===== src/trbs_pkg.sv =====
// Package for the table read and bit skip execution block.
// Assumes an 8-bit core with a 12-bit program counter and 15-bit program words.
package trbs_pkg;

	localparam int PC_W        = 12;
	localparam int ROM_W       = 15;
	localparam int DATA_W      = 8;
	localparam int MADDR_W     = 8;
	localparam int PAGE_W      = PC_W - DATA_W;
	localparam int HI_W        = ROM_W - DATA_W;

	// APB register offsets
	localparam logic [7:0] REG_CTRL     = 8'h00;
	localparam logic [7:0] REG_PTR_LOW  = 8'h04;
	localparam logic [7:0] REG_PTR_HIGH = 8'h08;
	localparam logic [7:0] REG_LATCH    = 8'h0C;
	localparam logic [7:0] REG_STATUS   = 8'h10;

	// Field positions
	localparam int CTRL_HIGH_EN_BIT = 0;

	// Reset values
	localparam logic [DATA_W-1:0] RST_BYTE  = 8'h00;
	localparam logic [31:0]       APB_ZERO  = 32'h0000_0000;

	// Skip timing in instruction cycles
	localparam int SKIP_TAKEN_CYCLES = 2;
	localparam int SKIP_NONE_CYCLES  = 1;

	typedef enum logic [1:0] {
		TRBS_OP_NONE   = 2'b00,
		TRBS_OP_SKIPZ  = 2'b01,
		TRBS_OP_TABC   = 2'b10,
		TRBS_OP_TABL   = 2'b11
	} trbs_op_t;

	typedef enum logic [1:0] {
		TRBS_ST_IDLE  = 2'b00,
		TRBS_ST_DUMMY = 2'b01,
		TRBS_ST_FETCH = 2'b10
	} trbs_state_t;

	// Instruction issued by the core
	typedef struct packed {
		trbs_op_t           op;
		logic [MADDR_W-1:0] maddr;
		logic [2:0]         bit_sel;
	} trbs_instr_t;

	// Data memory write port
	typedef struct packed {
		logic               we;
		logic [MADDR_W-1:0] addr;
		logic [DATA_W-1:0]  data;
	} trbs_mem_wr_t;

endpackage : trbs_pkg


===== src/trbs_exec.sv =====
// Execution of skip_if_bit_zero and table_read_word in the core datapath.
// Assumes one instruction per core_clk, data memory byte given in the issue cycle,
// program memory answering in the same cycle as its address, APB master for pointers.
// Behaviour
// - Bit zero: discard next instruction, dummy cycle, 2 cycles; else 1 cycle.
// - High pointer enabled: TABC program address from low and high table pointers; TABL always uses the page.
// - Current-page form addresses by low pointer within the executing page.
// - Table read: low byte to data memory operand, high byte to latch.
//
// The address map and the APB slave port were chosen for this implementation.
`timescale 1ns/1ps
`default_nettype none
module trbs_exec
	import trbs_pkg::*;
(
	input  wire logic                          core_clk,    // Core clock
	input  wire logic                          reset,       // Sync reset, high
	input  wire trbs_pkg::trbs_instr_t         instr,       // Issued instruction
	input  wire logic                          instr_valid, // Instruction issued
	input  wire logic [trbs_pkg::DATA_W-1:0]   mem_rdata,   // Operand byte
	input  wire logic [trbs_pkg::PC_W-1:0]     pc,          // Executing PC
	input  wire logic [trbs_pkg::ROM_W-1:0]    rom_rdata,   // Program word
	input  wire logic [5:0]                    flags_in,    // Status flags now
	output logic [trbs_pkg::PC_W-1:0]          rom_addr,    // Program address
	output logic                               rom_re,      // Program read
	output trbs_pkg::trbs_mem_wr_t             mem_wr,      // Data memory write
	output logic                               squash,      // Next instr discarded
	output logic                               busy,        // Core stall
	output logic [5:0]                         flags_out,   // Status flags after
	input  wire logic                          psel,        // APB select
	input  wire logic                          penable,     // APB enable
	input  wire logic                          pwrite,      // APB write
	input  wire logic [7:0]                    paddr,       // APB address
	input  wire logic [31:0]                   pwdata,      // APB write data
	output logic [31:0]                        prdata,      // APB read data
	output logic                               pready,      // APB ready
	output logic                               pslverr      // APB error
);
	import trbs_pkg::*;

	trbs_state_t          state_r, state_nxt;
	logic [DATA_W-1:0]    ptr_low_r, ptr_high_r, latch_r;
	logic                 high_en_r;
	logic [MADDR_W-1:0]   dest_r;
	logic                 pending_r;
	logic [31:0]          prdata_nxt;

	wire issue      = instr_valid && state_r == TRBS_ST_IDLE;
	wire bit_zero   = ~mem_rdata[instr.bit_sel];
	wire do_skip    = issue && instr.op == TRBS_OP_SKIPZ && bit_zero;
	wire do_tabc    = issue && instr.op == TRBS_OP_TABC;
	wire do_tabl    = issue && instr.op == TRBS_OP_TABL;
	wire do_table   = do_tabc || do_tabl;
	wire [PC_W-1:0] full_addr = {ptr_high_r[PAGE_W-1:0], ptr_low_r};
	wire [PC_W-1:0] page_addr = {pc[PC_W-1:DATA_W], ptr_low_r};
	wire [PC_W-1:0] addr_nxt  = high_en_r ? full_addr : page_addr;
	wire            fetch_done = state_r == TRBS_ST_FETCH;

	wire apb_acc = psel && penable;
	wire apb_wr  = apb_acc && pwrite;
	wire addr_ok = paddr == REG_CTRL || paddr == REG_PTR_LOW || paddr == REG_PTR_HIGH
		|| paddr == REG_LATCH || paddr == REG_STATUS;

	always_comb begin
		state_nxt = state_r;
		case (state_r)
			TRBS_ST_IDLE: begin
				if (do_skip)
					state_nxt = TRBS_ST_DUMMY;
				else if (do_table)
					state_nxt = TRBS_ST_FETCH;
			end
			TRBS_ST_DUMMY: state_nxt = TRBS_ST_IDLE;
			TRBS_ST_FETCH: state_nxt = TRBS_ST_IDLE;
			default:       state_nxt = TRBS_ST_IDLE;
		endcase
	end

	always_comb begin
		prdata_nxt = APB_ZERO;
		case (paddr)
			REG_CTRL:     prdata_nxt = {31'h0000_0000, high_en_r};
			REG_PTR_LOW:  prdata_nxt = {24'h00_0000, ptr_low_r};
			REG_PTR_HIGH: prdata_nxt = {24'h00_0000, ptr_high_r};
			REG_LATCH:    prdata_nxt = {24'h00_0000, latch_r};
			REG_STATUS:   prdata_nxt = {30'h0000_0000, state_r};
			default:      prdata_nxt = APB_ZERO;
		endcase
	end

	always_ff @(posedge core_clk) begin
		if (reset)
			state_r <= TRBS_ST_IDLE;
		else
			state_r <= state_nxt;
	end

	always_ff @(posedge core_clk) begin
		if (reset) begin
			rom_addr <= '0;
			rom_re   <= 1'b0;
			dest_r   <= RST_BYTE;
		end else begin
			rom_re <= do_table;
			if (do_tabc)
				rom_addr <= addr_nxt;
			else if (do_tabl)
				rom_addr <= page_addr;
			if (do_table)
				dest_r <= instr.maddr;
		end
	end

	always_ff @(posedge core_clk) begin
		if (reset) begin
			mem_wr  <= '0;
			latch_r <= RST_BYTE;
		end else begin
			mem_wr.we <= fetch_done;
			if (fetch_done) begin
				mem_wr.addr <= dest_r;
				mem_wr.data <= rom_rdata[DATA_W-1:0];
				latch_r     <= {1'b0, rom_rdata[ROM_W-1:DATA_W]};
			end
		end
	end

	always_ff @(posedge core_clk) begin
		if (reset) begin
			squash    <= 1'b0;
			busy      <= 1'b0;
			flags_out <= 6'h00;
		end else begin
			squash    <= do_skip;
			busy      <= do_table || state_nxt != TRBS_ST_IDLE;
			flags_out <= flags_in;
		end
	end

	always_ff @(posedge core_clk) begin
		if (reset) begin
			ptr_low_r  <= RST_BYTE;
			ptr_high_r <= RST_BYTE;
			high_en_r  <= 1'b0;
			prdata     <= APB_ZERO;
			pready     <= 1'b0;
			pslverr    <= 1'b0;
		end else begin
			pready  <= psel && !penable;
			pslverr <= psel && !penable && !addr_ok;
			prdata  <= prdata_nxt;
			if (apb_wr && pready) begin
				if (paddr == REG_CTRL)
					high_en_r <= pwdata[CTRL_HIGH_EN_BIT];
				if (paddr == REG_PTR_LOW)
					ptr_low_r <= pwdata[DATA_W-1:0];
				if (paddr == REG_PTR_HIGH)
					ptr_high_r <= pwdata[DATA_W-1:0];
			end
		end
	end

	// High in the cycle in which the program word arrives
	logic pend_tab_r;
	always_ff @(posedge core_clk) begin
		if (reset)
			pend_tab_r <= 1'b0;
		else
			pend_tab_r <= do_table;
	end

	// Skip timing and discard of the following instruction
	AST_SKIP_SQUASH: assert property (@(posedge core_clk) disable iff (reset)
		do_skip |=> squash && state_r == TRBS_ST_DUMMY ##1 state_r == TRBS_ST_IDLE)
		else $error("skip did not take two cycles");
	AST_NO_SKIP: assert property (@(posedge core_clk) disable iff (reset)
		issue && instr.op == TRBS_OP_SKIPZ && !bit_zero |=> !squash && state_r == TRBS_ST_IDLE)
		else $error("skip taken on set bit");
	AST_SKIP_BUSY: assert property (@(posedge core_clk) disable iff (reset)
		do_skip |=> busy ##1 !busy)
		else $error("skip stall wrong");
	AST_ONE_CYCLE: assert property (@(posedge core_clk) disable iff (reset)
		issue && instr.op == TRBS_OP_SKIPZ && !bit_zero |=> !busy)
		else $error("untaken skip stalled");
	AST_DISCARD: assert property (@(posedge core_clk) disable iff (reset)
		state_r == TRBS_ST_DUMMY |=> !rom_re && !squash && !busy)
		else $error("discarded instruction acted");
	AST_NONE_QUIET: assert property (@(posedge core_clk) disable iff (reset)
		issue && instr.op == TRBS_OP_NONE |=> !squash && !rom_re && !busy)
		else $error("empty issue acted");
	// Table read addressing
	AST_ADDR_HIGH: assert property (@(posedge core_clk) disable iff (reset)
		do_tabc && high_en_r |=> rom_addr == $past(full_addr) && rom_re)
		else $error("high pointer not used");
	AST_ADDR_PAGE: assert property (@(posedge core_clk) disable iff (reset)
		do_tabl |=> rom_addr[DATA_W-1:0] == $past(ptr_low_r)
			&& rom_addr[PC_W-1:DATA_W] == $past(pc[PC_W-1:DATA_W]))
		else $error("page address wrong");
	AST_ADDR_CUR: assert property (@(posedge core_clk) disable iff (reset)
		do_tabc && !high_en_r |=> rom_addr[DATA_W-1:0] == $past(ptr_low_r)
			&& rom_addr[PC_W-1:DATA_W] == $past(pc[PC_W-1:DATA_W]))
		else $error("current page address wrong");
	// Table read results
	AST_TAB_WRITE: assert property (@(posedge core_clk) disable iff (reset)
		do_table |=> ##1 mem_wr.we && mem_wr.addr == $past(instr.maddr, 2))
		else $error("table write missing");
	AST_TAB_DATA: assert property (@(posedge core_clk) disable iff (reset)
		pend_tab_r |=> mem_wr.data == $past(rom_rdata[DATA_W-1:0]))
		else $error("table low byte wrong");
	AST_LATCH: assert property (@(posedge core_clk) disable iff (reset)
		pend_tab_r |=> latch_r[HI_W-1:0] == $past(rom_rdata[ROM_W-1:DATA_W]))
		else $error("latch not loaded");
	AST_LATCH_TOP: assert property (@(posedge core_clk) disable iff (reset)
		pend_tab_r |=> !latch_r[DATA_W-1])
		else $error("latch top bit set");
	AST_FETCH_ONCE: assert property (@(posedge core_clk) disable iff (reset)
		rom_re |=> !rom_re)
		else $error("program read longer than one cycle");
	AST_WRITE_ONCE: assert property (@(posedge core_clk) disable iff (reset)
		mem_wr.we |=> !mem_wr.we)
		else $error("data write longer than one cycle");
	AST_FLAGS: assert property (@(posedge core_clk) disable iff (reset)
		(do_skip || do_table) |=> flags_out == $past(flags_in))
		else $error("flags changed");
	AST_BUSY: assert property (@(posedge core_clk) disable iff (reset)
		do_table |=> busy ##1 !busy)
		else $error("table read stall wrong");

endmodule : trbs_exec
`default_nettype wire


===== config.mk =====
export PLATFORM = sky130hd
export DESIGN_NAME = trbs_exec
export DESIGN_NICKNAME = d
export VERILOG_FILES = /design/src/trbs_pkg.sv /design/src/trbs_exec.sv
export SDC_FILE = /design/constraint.sdc
export NUM_CORES = 1
export LEC_CHECK = 0
export BUFFER_PORTS_ARGS = -buffer_cell sky130_fd_sc_hd__clkbuf_2
export CAP_MARGIN = 15
export CORE_MARGIN = 2
export CORE_UTILIZATION = 46
export CTS_BUF_LIST = sky130_fd_sc_hd__clkbuf_4
export DETAILED_ROUTE_END_ITERATION = 6
export PLACE_DENSITY = 0.88
export SLEW_MARGIN = 20
export SYNTH_ARGS = -nofsm -noshare
export SYNTH_HDL_FRONTEND = slang
export SYNTH_SLANG_ARGS = --single-unit

===== constraint.sdc =====
create_clock -name core_clk -period 2 [get_ports core_clk]
set_input_delay 0.3 -clock core_clk [delete_from_list [all_inputs] [get_ports core_clk]]
set_output_delay 0.3 -clock core_clk [all_outputs]
set_load 0.01 [all_outputs]

Word level (Yosys, flattened, before mapping) --
Index checks and enable logic that the tools add are counted.
Storage, ports and cells: output and inout port bits 72, register bits 106, memory bits (writable) 0, ROM bits 0, input bits 100, memories kept 0, latch bits 0
Operators by class: div/mod/pow operators 0, order comparisons 1, reductions and logical operators 25, eq/ne operators 8, bitwise gates (word level) 1, multipliers 0, multiplexer cells 9, shifts and indexed selects 0, add/sub/neg operators 0
Operators with widths (number):
- 8-bit case mux with 5 select lines | 1
- 12-bit two-way mux | 3
- 8-bit by 4-bit equality test with 1-bit output, second input constant | 2
- 1-bit logical AND | 10
- 8-bit by 3-bit equality test with 1-bit output, second input constant | 1
- 8-bit by 5-bit equality test with 1-bit output, second input constant | 1
- 8-bit logical NOT | 1
- 2-bit equality test, second input constant | 3
- 1-bit logical OR | 6
- 2-bit two-way mux | 3
- 2-bit AND reduction | 3
- 3-bit by 4-bit < comparator with 1-bit output, second input constant | 1
- 2-bit nonzero test | 2
- 1-bit binary-select mux with 3-bit select | 1
- 2-bit by 1-bit equality test with 1-bit output, second input constant | 1
- 1-bit logical NOT | 2
- 2-bit logical NOT | 1
- 1-bit two-way mux | 1
- 1-bit inverter | 1

Longest topological paths before layout --
Gate-level depths: netlist of run 1.
depth after elaboration 9, depth in mapped cells 6, depth with buffers taken out 4

Least setup slack after synthesis of run 1 --
OpenSTA, ideal clock, no wires.
path kind input port to flip-flop, from in paddr[7], to reg ptr_high_r[0], arrival time 1.718 ns, slack 0.155 ns, required time 1.872 ns, cell stages on the path 4, cells stage by stage or4_4 > nor4_4 > mux2i_1 > nor2_1
Between the ends: word-level cells in the longest chain between the ends 2
Ends and longest elaborated chain:
- from (decl) | RTL line trbs_exec.sv:33 | input wire logic [7:0] paddr,
- 8-bit by 4-bit equality test with 1-bit output | RTL line trbs_exec.sv:157 | if (paddr == REG_PTR_HIGH)
- 2-bit AND reduction (no source line)
- to (signal assigned) | RTL line trbs_exec.sv:158 | ptr_high_r <= pwdata[DATA_W-1:0];
- to (decl) | RTL line trbs_exec.sv:42 | logic [DATA_W-1:0] ptr_low_r, ptr_high_r, latch_r;
No other way between the ends. A chain may end at the register's enable or synchronous reset.

Worst setup path after layout of run 1 --
from in paddr[7], to reg prdata[7]
Between the ends: word-level cells in the longest chain between the ends 2, elaborated cells between the ends (all ways) 6, classes of those cells eq/ne: 4; mux: 1; reduce/logical: 1
Ends and longest elaborated chain:
- 8-bit by 5-bit equality test with 1-bit output, or another cell as far along | RTL line trbs_exec.sv:81 | case (paddr)
- 8-bit case mux with 5 select lines * | RTL line trbs_exec.sv:81
- to (signal assigned) | RTL line trbs_exec.sv:151 | prdata <= prdata_nxt;
- to (decl) | RTL line trbs_exec.sv:35 | output logic [31:0] prdata,
Every way passes the cells marked *; elsewhere a longest branch is shown, timed or not.

==> qor.csv, run 1 <==
metric,value,unit
ir_drop,0.2954,mV
netlist_top_cells_area,"dfxtp_1 51%, nand2_1 9.4%, mux2i_1 8.3%",
yosysTopAreaCell,dfxtp_1,
drt_iter0_drc,117,
cp.required,2.34,ns
clockBufferDepth,2,
reg2reg_to,ptr_low_r[0],
cp_max_fo,6,
cts_hold_buf,0,
cts_tree,yes,
crit_path_end_kind,register,
period_minus_slack,1.549,ns
grt_max_degree,47,
post-dp-hpwl,5795,microns
cts_sinks,82,
maxCapViolations,0,
post_cts_buffers,0,
synth_common_cells,"82 x dfxtp_1, 81 x nand2_1, 40 x a21oi_1",
cp-start-kind,primary input,
grt_pass1_wl,11670,microns
postCtsResizedCells,0,
sw_frac_of_total,23.93,%
p_clk_share,31.5,%
finalSetupViolCount,0,
synthFlopType,dfxtp_1,
die-width,88.05,microns
switchingPower,687.6,uW
dp_cells,560,
instances_no_fill,575,
syn_area_per_cell,9.001,sq um
start_util,47.56,%
skew,0.01628,ns
drive_above_1_share,32.36,%
synth_top_area_share,50.52,%
area_growth,23.37,%
cp.arrival,1.89,ns
overflow,0,
slew_headroom,55.84,%
viasPerCell,4.765,
fill_cells,651,
p_leak,1.750,nW
clk_latency,0.40,ns
min_period_over_period,77.44,%
htree_num_levels,3,
die_h,88.05,microns
min_path_cells,2,
synth_edf_count,0,
hold_path_end,pready,
core-area,0.006832,sq mm
r2r_cells,5,
p_int,2.185,mW
ys_ff_latch,82,
cts_root_buf,clkbuf_4,
seq_power_share,58.7,%
rr_startpoint,pready,
grt_pass1_vias,2620,
holdCritPathClass,in -> reg,
dr.pass1.iters,4,
port_buffers,115,
syn_inst,361,
yosysMostFrequentCell,dfxtp_1,
maxSlewViolCount,0,
yosysWarningCount,0,
setup_tns,0,ns
clk_pin_slew,0.12,ns
post_drt_wl_per_cell,13.08,microns
syn-cell-area,0.003249,sq mm
powerDensity,716.6,mW/mm^2
postRouteAntennaNets,0,
r2r_slack,0.51,ns
status,"finished, final reports clean",
p_comb_share,9.8,%
finalNetCount,575,
ys_seq_area_share,50.52,%
path_class,in -> reg,
design.die.area,0.007752,sq mm
antennaDiodeCount,0,
cts_made_buffers,9,
routabilityCongestion,0.8183,
synth.distinct_cells,34,
rsz0062_at_grt,no,
hold_viol,0,
grt_usage,19.55,%
worst_slew_pin_slew,0.6606,ns
worstHoldStart,penable,
vias,2740,
wirelength,7521,microns
power,2.873,mW
row_count,30,
remaining_drc_errors,0,
fmax,645.7,MHz
antenna_found_initial,0,
ys_async_sr_fraction,0,%
io_pins,172,
==> layout make-up <==
class | instances | area (sq um) | area share [%]
repair buffers | 127 | 690.7 | 17.23
clock inverters | 4 | 43.79 | 1.092
multi-input cells | 255 | 1430 | 35.67
well taps | 96 | 120.1 | 2.996
clock buffers | 11 | 82.58 | 2.060
flip-flops and latches | 82 | 1642 | 40.95
==> registers in the layout, summed over array words and instances (netlist names), 2 cells and up <==
signal      cells
latch_r         7
mem_wr         17
ptr_high_r      8
dest_r          8
ptr_low_r       8
prdata          8
rom_addr       12
state_r         2
flags_out       6
==> per-layer routing <==
metal	global-route usage [%]	part of all wire, %
met5	0	0
met4	7.576	1.3
met3	4.901	7.6
met2	34.85	50
met1	22.48	41
==> worst max-delay path by stage <==
| stage | from | endpoint | slack, ns | cells past startpoint |
|---|---|---|---|---|
| floorplan | paddr[7] | ptr_high_r[0] | 0.15 | 4 |
| global placement | paddr[7] | prdata[7] | 0.09 | 5 |
| detailed placement | paddr[7] | prdata[5] | 0.03 | 5 |
| CTS | paddr[7] | prdata[5] | 0.46 | 5 |
| global route | state_r[0] | rom_addr[6] | 0.38 | 4 |
| finish | paddr[7] | prdata[7] | 0.45 | 5 |
==> power groups by stage <==
stage | combinational [mW] | sequential, mW | clock, mW
3_5_place_dp | 0.282 | 1.72 | 0
3_3_place_gp | 0.275 | 1.72 | 0
5_1_grt | 0.316 | 1.69 | 0.996
6_report | 0.282 | 1.69 | 0.904
4_1_cts | 0.284 | 1.69 | 0.927
2_1_floorplan | 0.172 | 1.73 | 0
==> logic make-up after synthesis <==
kind of cell,Yosys count,synth area share (%)
buffers and inverters,47,8.202
AO/OA/AOI/OAI,52,8.857
flip-flops,82,50.52
multiplexers,34,11.44
other,1,0.1154
AND/OR/NAND/NOR,145,20.87
==> metrics by stage <==
stage / worst slack, ns / instance area (sq um) / hold slack, ns / util [%]
floorplan: 0.1546 / 3336 / 0.3889 / -
global placement: 0.08599 / 3882 / 0.4373 / 56.83
detailed placement: 0.02924 / 3882 / 0.4458 / 56.83
CTS: 0.4637 / 4009 / 0.06077 / 58.68
global route: 0.3790 / 4009 / 0.06499 / 58.68
finish: 0.4512 / 4009 / 0.09107 / 58.68
==> cell usage in the layout (no fill, tap or decap), drive strengths merged, types with 2 or more instances in the layout <==
cell      n
nor2     30
or2       2
a21oi    40
mux2i    27
mux4      2
nor2b    10
conb     24
nor3      2
buf      12
clkinv    3
clkbuf  126
mux2      5
and4b     2
or3b      2
a22oi     5
nor4      3
nand2    81
a211oi    4
nand2b    2
and2      2
or3       2
dfxtp    82
==> critical path: stages <==
cell,delay [ns]
clkbuf_2,0.08
or4_4,0.58
or2_2,0.34
or3_1,0.44
a21oi_1,0.15
Power figures use the tool's default switching activity.
==> inputs of run 2 (changes only) <==
Settings changed: CORE_UTILIZATION 46 to 42, PLACE_DENSITY 0.88 to 0.84.
Clock period 2 ns to 1.4 ns, I/O delays scaled along.
==> qor.csv, run 2 (synthesized netlist as in run 1, its figures left out) <==
metric,value,unit,change
port_buffers,115,,unchanged
overflow,0,,unchanged
r2r_slack,0.05,ns,was 0.51 ns
place_area,0.003993,sq mm,was 0.003882 sq mm
p_comb_share,10.9,%,was 9.8%
crit_buf_inv,1,,unchanged
slowest_delay,0.58,ns,about the same
cts_tree,yes,,unchanged
maxCapViolations,0,,unchanged
cp.arrival,1.75,ns,was 1.89 ns
vias,2967,,was 2740
grt_pass1_wl,13310,microns,was 11670 microns
finalNetCount,617,,was 575
die_h,91.96,microns,was 88.05 microns
seq_power_share,51.8,%,was 58.7%
wirelength,8483,microns,was 7521 microns
powerDensity,1034,mW/mm^2,was 716.6 mW/mm^2
finalSetupViolCount,0,,unchanged
crit_family,simple AND/OR/NAND/NOR gates,,unchanged
period_minus_slack,1.381,ns,
cp.required,1.77,ns,was 2.34 ns
row_count,32,,was 30
crit_path_end_kind,register,,unchanged
largest_registers,"mem_wr: 17 flops, rom_addr: 12 flops",,unchanged
p_clk_share,37.3,%,was 31.5%
top_register,mem_wr,,unchanged
drive_above_1_share,33.14,%,was 32.36%
maxSlewViolCount,0,,unchanged
largest_register_ffs,17,,unchanged
cp_max_fo,6,,unchanged
io_pins,172,,unchanged
hold_viol,0,,unchanged
antenna_found_initial,0,,unchanged
grt_usage,20.13,%,was 19.55%
core-area,0.007607,sq mm,was 0.006832 sq mm
dr.pass1.iters,4,,unchanged
cp_slowest_cell,or4_4,,unchanged
p_int,3.534,mW,was 2.185 mW
cts_sinks,82,,unchanged
holdWs,0.03310,ns,was 0.09107 ns
cts_made_buffers,9,,unchanged
post_cts_buffers,0,,unchanged
remaining_drc_errors,0,,unchanged
path_class,in -> reg,,unchanged
clockBufferDepth,2,,unchanged
min_period_over_period,98.62,%,
grt_max_degree,35,,was 47
area_growth,38.47,%,was 23.37%
status,"finished, final reports clean",,unchanged
utilization,59.14,%,was 58.68%
clk_pin_slew,0.14,ns,was 0.12 ns
start_util,42.71,%,was 47.56%
cp-start-kind,primary input,,unchanged
fmax,724.3,MHz,
clk_latency,0.43,ns,was 0.40 ns
final_cell_area,0.004499,sq mm,was 0.004009 sq mm
sw_frac_of_total,24.06,%,was 23.93%
antennaDiodeCount,0,,unchanged
cts_root_buf,clkbuf_4,,unchanged
skew,0.01593,ns,was 0.01628 ns
viasPerCell,4.755,,was 4.765
drt_iter0_drc,78,,was 117
mostFrequentLayoutCell,clkbuf_2,,unchanged
postRouteAntennaNets,0,,unchanged
switchingPower,1.120,mW,was 687.6 uW
routabilityCongestion,0.7907,,was 0.8183
rsz0062_at_grt,yes,,was no
htree_num_levels,3,,unchanged
p_leak,1.956,nW,was 1.750 nW
die-width,91.96,microns,was 88.05 microns
post-dp-hpwl,6081,microns,was 5795 microns
post_drt_wl_per_cell,13.59,microns,was 13.08 microns
setup_tns,0,ns,unchanged
ir_drop,0.4906,mV,was 0.2954 mV
holdCritPathClass,in -> reg,,unchanged
crit_chain,clkbuf_2 -> or4_4 -> or2_2 -> or3_1 -> nor2_1,,was clkbuf_2 -> or4_4 -> or2_2 -> or3_1 -> a21oi_1
design.die.area,0.008456,sq mm,was 0.007752 sq mm
grt_pass1_vias,2902,,was 2620
final_cell_mix,"115 x clkbuf_2, 81 x nand2_1, 81 x dfxtp_1",,"was 115 x clkbuf_2, 82 x dfxtp_1, 81 x nand2_1"
-- run 2: stage by stage --
| stage | power, mW | setup WS, ns | std cells |
|---|---|---|---|
| 2_1_floorplan | 2.725 | -0.3554 | 384 |
| 4_1_cts | 4.649 | 0.01877 | 615 |
| 3_3_place_gp | 2.883 | -0.3644 | 578 |
| 6_report | 4.654 | 0.01926 | 624 |
| 3_5_place_dp | 2.896 | -0.4296 | 578 |
| 5_1_grt | 4.866 | -0.03605 | 624 |
-- run 2: timing repair --
item                                    4_1_cts  5_1_grt
resized for setup                             1        5
endpoints found under the setup margin       17       19
hold buffers                                 21        9
pin swaps                                     2        0
endpoints found under the hold margin        21        9
cloned                                        0        0
-- run 2: worst register-to-register path: stages (launching register included) --
cell and delay, ns:
dfxtp_2 0.36, nand4_1 0.12, buf_6 0.15, nor4_4 0.18, buf_12 0.18, mux2i_1 0.21, nor2_1 0.05
-- run 2: final timing paths --
kind	start	endpoint	cells past startpoint
worst min-delay path	psel	pready	2
worst max-delay path	paddr[7]	prdata[3]	5
worst max register to register	pready	ptr_low_r[4]	6
worst min register to register	dest_r[3]	mem_wr[11]	2
-- run 2: routing by layer --
metal  vias up  track usage [%]  part of all wire, %  routed length, microns
li1       1465                -                    -                       -
met1      1364            23.08                   41                    3448
met2       115            34.44                   50                    4257
met3        23            5.998                  6.3                     538
met4         0            9.328                  2.8                     238
met5         -                0                    0                       0
-- run 2: cell type report --
class / count / area [sq um]
clock inverter: 7 / 117.6
timing repair buffer: 169 / 1097
tap: 102 / 127.6
clock buffer: 9 / 67.56
fill: 663 / 3108
multi-input combinational: 255 / 1446
sequential: 82 / 1643
-- run 2: power by group through the flow --
| stage | Clock, mW | Sequential, mW | Combinational (mW) |
|---|---|---|---|
| after global placement | 0 | 2.46 | 0.422 |
| after detailed placement | 0 | 2.46 | 0.432 |
| after floorplan | 0 | 2.48 | 0.249 |
| after global routing | 1.89 | 2.42 | 0.555 |
| after CTS | 1.76 | 2.41 | 0.482 |
| final | 1.74 | 2.41 | 0.506 |
==> inputs of run 3 (changes only) <==
==> constraint.sdc (replaced) <==
create_clock -name core_clk -period 1.27 [get_ports core_clk]
set_input_delay 0.127 -clock core_clk [delete_from_list [all_inputs] [get_ports core_clk]]
set_output_delay 0.127 -clock core_clk [all_outputs]
set_load 0.01 [all_outputs]
==> qor.csv, run 3 (synthesized netlist as in run 1, its figures left out) <==
metric,value,unit,change
status,"finished, violations left",,"was finished, final reports clean"
violations,"negative hold slack, negative setup slack",,
final_cell_mix,"115 x clkbuf_2, 81 x nand2_1, 78 x dfxtp_1",,"was 115 x clkbuf_2, 81 x nand2_1, 81 x dfxtp_1"
top_register,mem_wr,,unchanged
postRouteAntennaNets,0,,unchanged
wirelength,8856,microns,was 8483 microns
r2r_slack,-0.08,ns,was 0.05 ns
skew,0.008015,ns,was 0.01593 ns
start_util,42.71,%,unchanged
worstHoldStart,pwdata[0],,was psel
hold_viol,2,,was 0
cts_made_buffers,9,,unchanged
grt_pass1_wl,14010,microns,was 13310 microns
cts_tree,yes,,unchanged
min_period_over_period,106.1,%,
reg2reg_to,ptr_high_r[2],,was ptr_low_r[4]
crit_chain,nand4_1 -> buf_6 -> nor4_4 -> buf_12 -> mux2i_1 -> nor2_1,,was clkbuf_2 -> or4_4 -> or2_2 -> or3_1 -> nor2_1
dp_cells,580,,was 578
antennaDiodeCount,0,,unchanged
cts_root_buf,clkbuf_4,,unchanged
period_minus_slack,1.347,ns,
crit_family,simple AND/OR/NAND/NOR gates,,unchanged
maxCapViolations,0,,unchanged
rr_startpoint,pready,,unchanged
cp.required,1.59,ns,was 1.77 ns
design.die.area,0.008456,sq mm,unchanged
cp_slowest_cell,dfxtp_2,,was or4_4
largest_registers,"mem_wr: 17 flops, rom_addr: 12 flops",,unchanged
fmax,742.3,MHz,
port_buffers,115,,unchanged
cts_sinks,82,,unchanged
antenna_found_initial,0,,unchanged
htree_num_levels,3,,unchanged
post-dp-hpwl,6221,microns,was 6081 microns
grt_max_degree,34,,was 35
crit_buf_inv,2,,was 1
ir_drop,0.4776,mV,was 0.4906 mV
hold_path_end,high_en_r,,was pready
vias,3087,,was 2967
crit_path_end_kind,register,,unchanged
finalNetCount,629,,was 617
final_cell_area,0.004583,sq mm,was 0.004499 sq mm
area_growth,41.05,%,was 38.47%
mostFrequentLayoutCell,clkbuf_2,,unchanged
grt_usage,21.22,%,was 20.13%
core-area,0.007607,sq mm,unchanged
cp.arrival,1.66,ns,was 1.75 ns
dr.pass1.iters,6,,was 4
r2r_cells,6,,unchanged
startpoint,pready,,was paddr[7]
cp_max_fo,8,,was 6
worst_slack,-0.07721,ns,was 0.01926 ns
drt_iter0_drc,133,,was 78
clk_latency,0.43,ns,about the same
die-width,91.96,microns,unchanged
row_count,32,,unchanged
routabilityCongestion,0.7760,,was 0.7907
viasPerCell,4.861,,was 4.755
remaining_drc_errors,0,,unchanged
clockBufferDepth,2,,unchanged
slowest_delay,0.35,ns,was 0.58 ns
rsz0062_at_grt,yes,,unchanged
finalSetupViolCount,19,,was 0
clk_pin_slew,0.12,ns,was 0.14 ns
path_class,reg -> reg,,was in -> reg
place_area,0.004008,sq mm,was 0.003993 sq mm
p_leak,1.992,nW,was 1.956 nW
largest_register_ffs,17,,unchanged
holdCritPathClass,in -> reg,,unchanged
drive_above_1_share,33.40,%,was 33.14%
fill_cells,673,,was 663
powerDensity,1022,mW/mm^2,was 1034 mW/mm^2
cp-start-kind,register,,was primary input
io_pins,172,,unchanged
holdWs,-0.01019,ns,was 0.03310 ns
post_drt_wl_per_cell,13.95,microns,was 13.59 microns
die_h,91.96,microns,unchanged
min_path_cells,3,,was 2
maxSlewViolCount,0,,unchanged
instances_no_fill,635,,was 624
overflow,0,,unchanged
grt_pass1_vias,2964,,was 2902
-- run 3: how the worst max path moves through the flow --
stage / depth (start not counted) / end / slack, ns
2_1_floorplan: 4 / ptr_high_r[0] / -0.40
4_1_cts: 6 / ptr_high_r[0] / -0.06
6_report: 6 / ptr_high_r[2] / -0.08
3_3_place_gp: 5 / prdata[7] / -0.41
5_1_grt: 6 / ptr_low_r[4] / -0.19
3_5_place_dp: 5 / prdata[5] / -0.51
-- run 3: cell type report --
cell class	instances	area, sq um	share of cell area [%]
Timing Repair Buffer	181	1220	26.62
Multi-Input combinational cell	255	1463	31.91
Tap cell	102	127.6	2.785
Sequential cell	82	1647	35.93
Clock buffer	9	67.56	1.474
Clock inverter	6	58.81	1.283
-- run 3: where the power goes --
| group | total [mW] | internal, mW | switching, mW |
|---|---|---|---|
| registers | 2.66 | 2.63 | 0.0285 |
| clock network | 1.44 | 0.577 | 0.860 |
| logic | 0.588 | 0.296 | 0.292 |
-- run 3: worst min-delay path: stages --
cell      delay, ns
clkbuf_2       0.11
mux2i_1        0.07
nor2_1         0.07
-- run 3: routing by layer --
layer  track usage [%]  share of wire [%]
met3             4.930                5.8
met5                 0                  0
met2             38.24                 51
met1             24.03                 41
met4             8.706                2.7
-- run 3: through the flow --
step | TNS (ns) | hold WS (ns) | util (%) | total power [mW] | setup WS, ns
3_3_place_gp | -9.112 | 0.3433 | 52.68 | 3.177 | -0.4117
3_5_place_dp | -10.44 | 0.3412 | 52.68 | 3.190 | -0.5103
6_report | -0.8721 | -0.01019 | 60.25 | 4.683 | -0.07721
4_1_cts | -0.4671 | -0.03977 | 59.82 | 4.728 | -0.06136
5_1_grt | -2.390 | 0.001362 | 60.25 | 4.901 | -0.1941
2_1_floorplan | -8.598 | 0.2159 | - | 3.004 | -0.4024
-- run 3: what timing repair did --
action                                  4_1_cts  5_1_grt
hold endpoints to repair                     50        0
pin swaps                                     3        1
gates resized for setup                       4       11
endpoints found under the setup margin       20       31
hold buffers                                 40        0
buffers inserted                              0        0
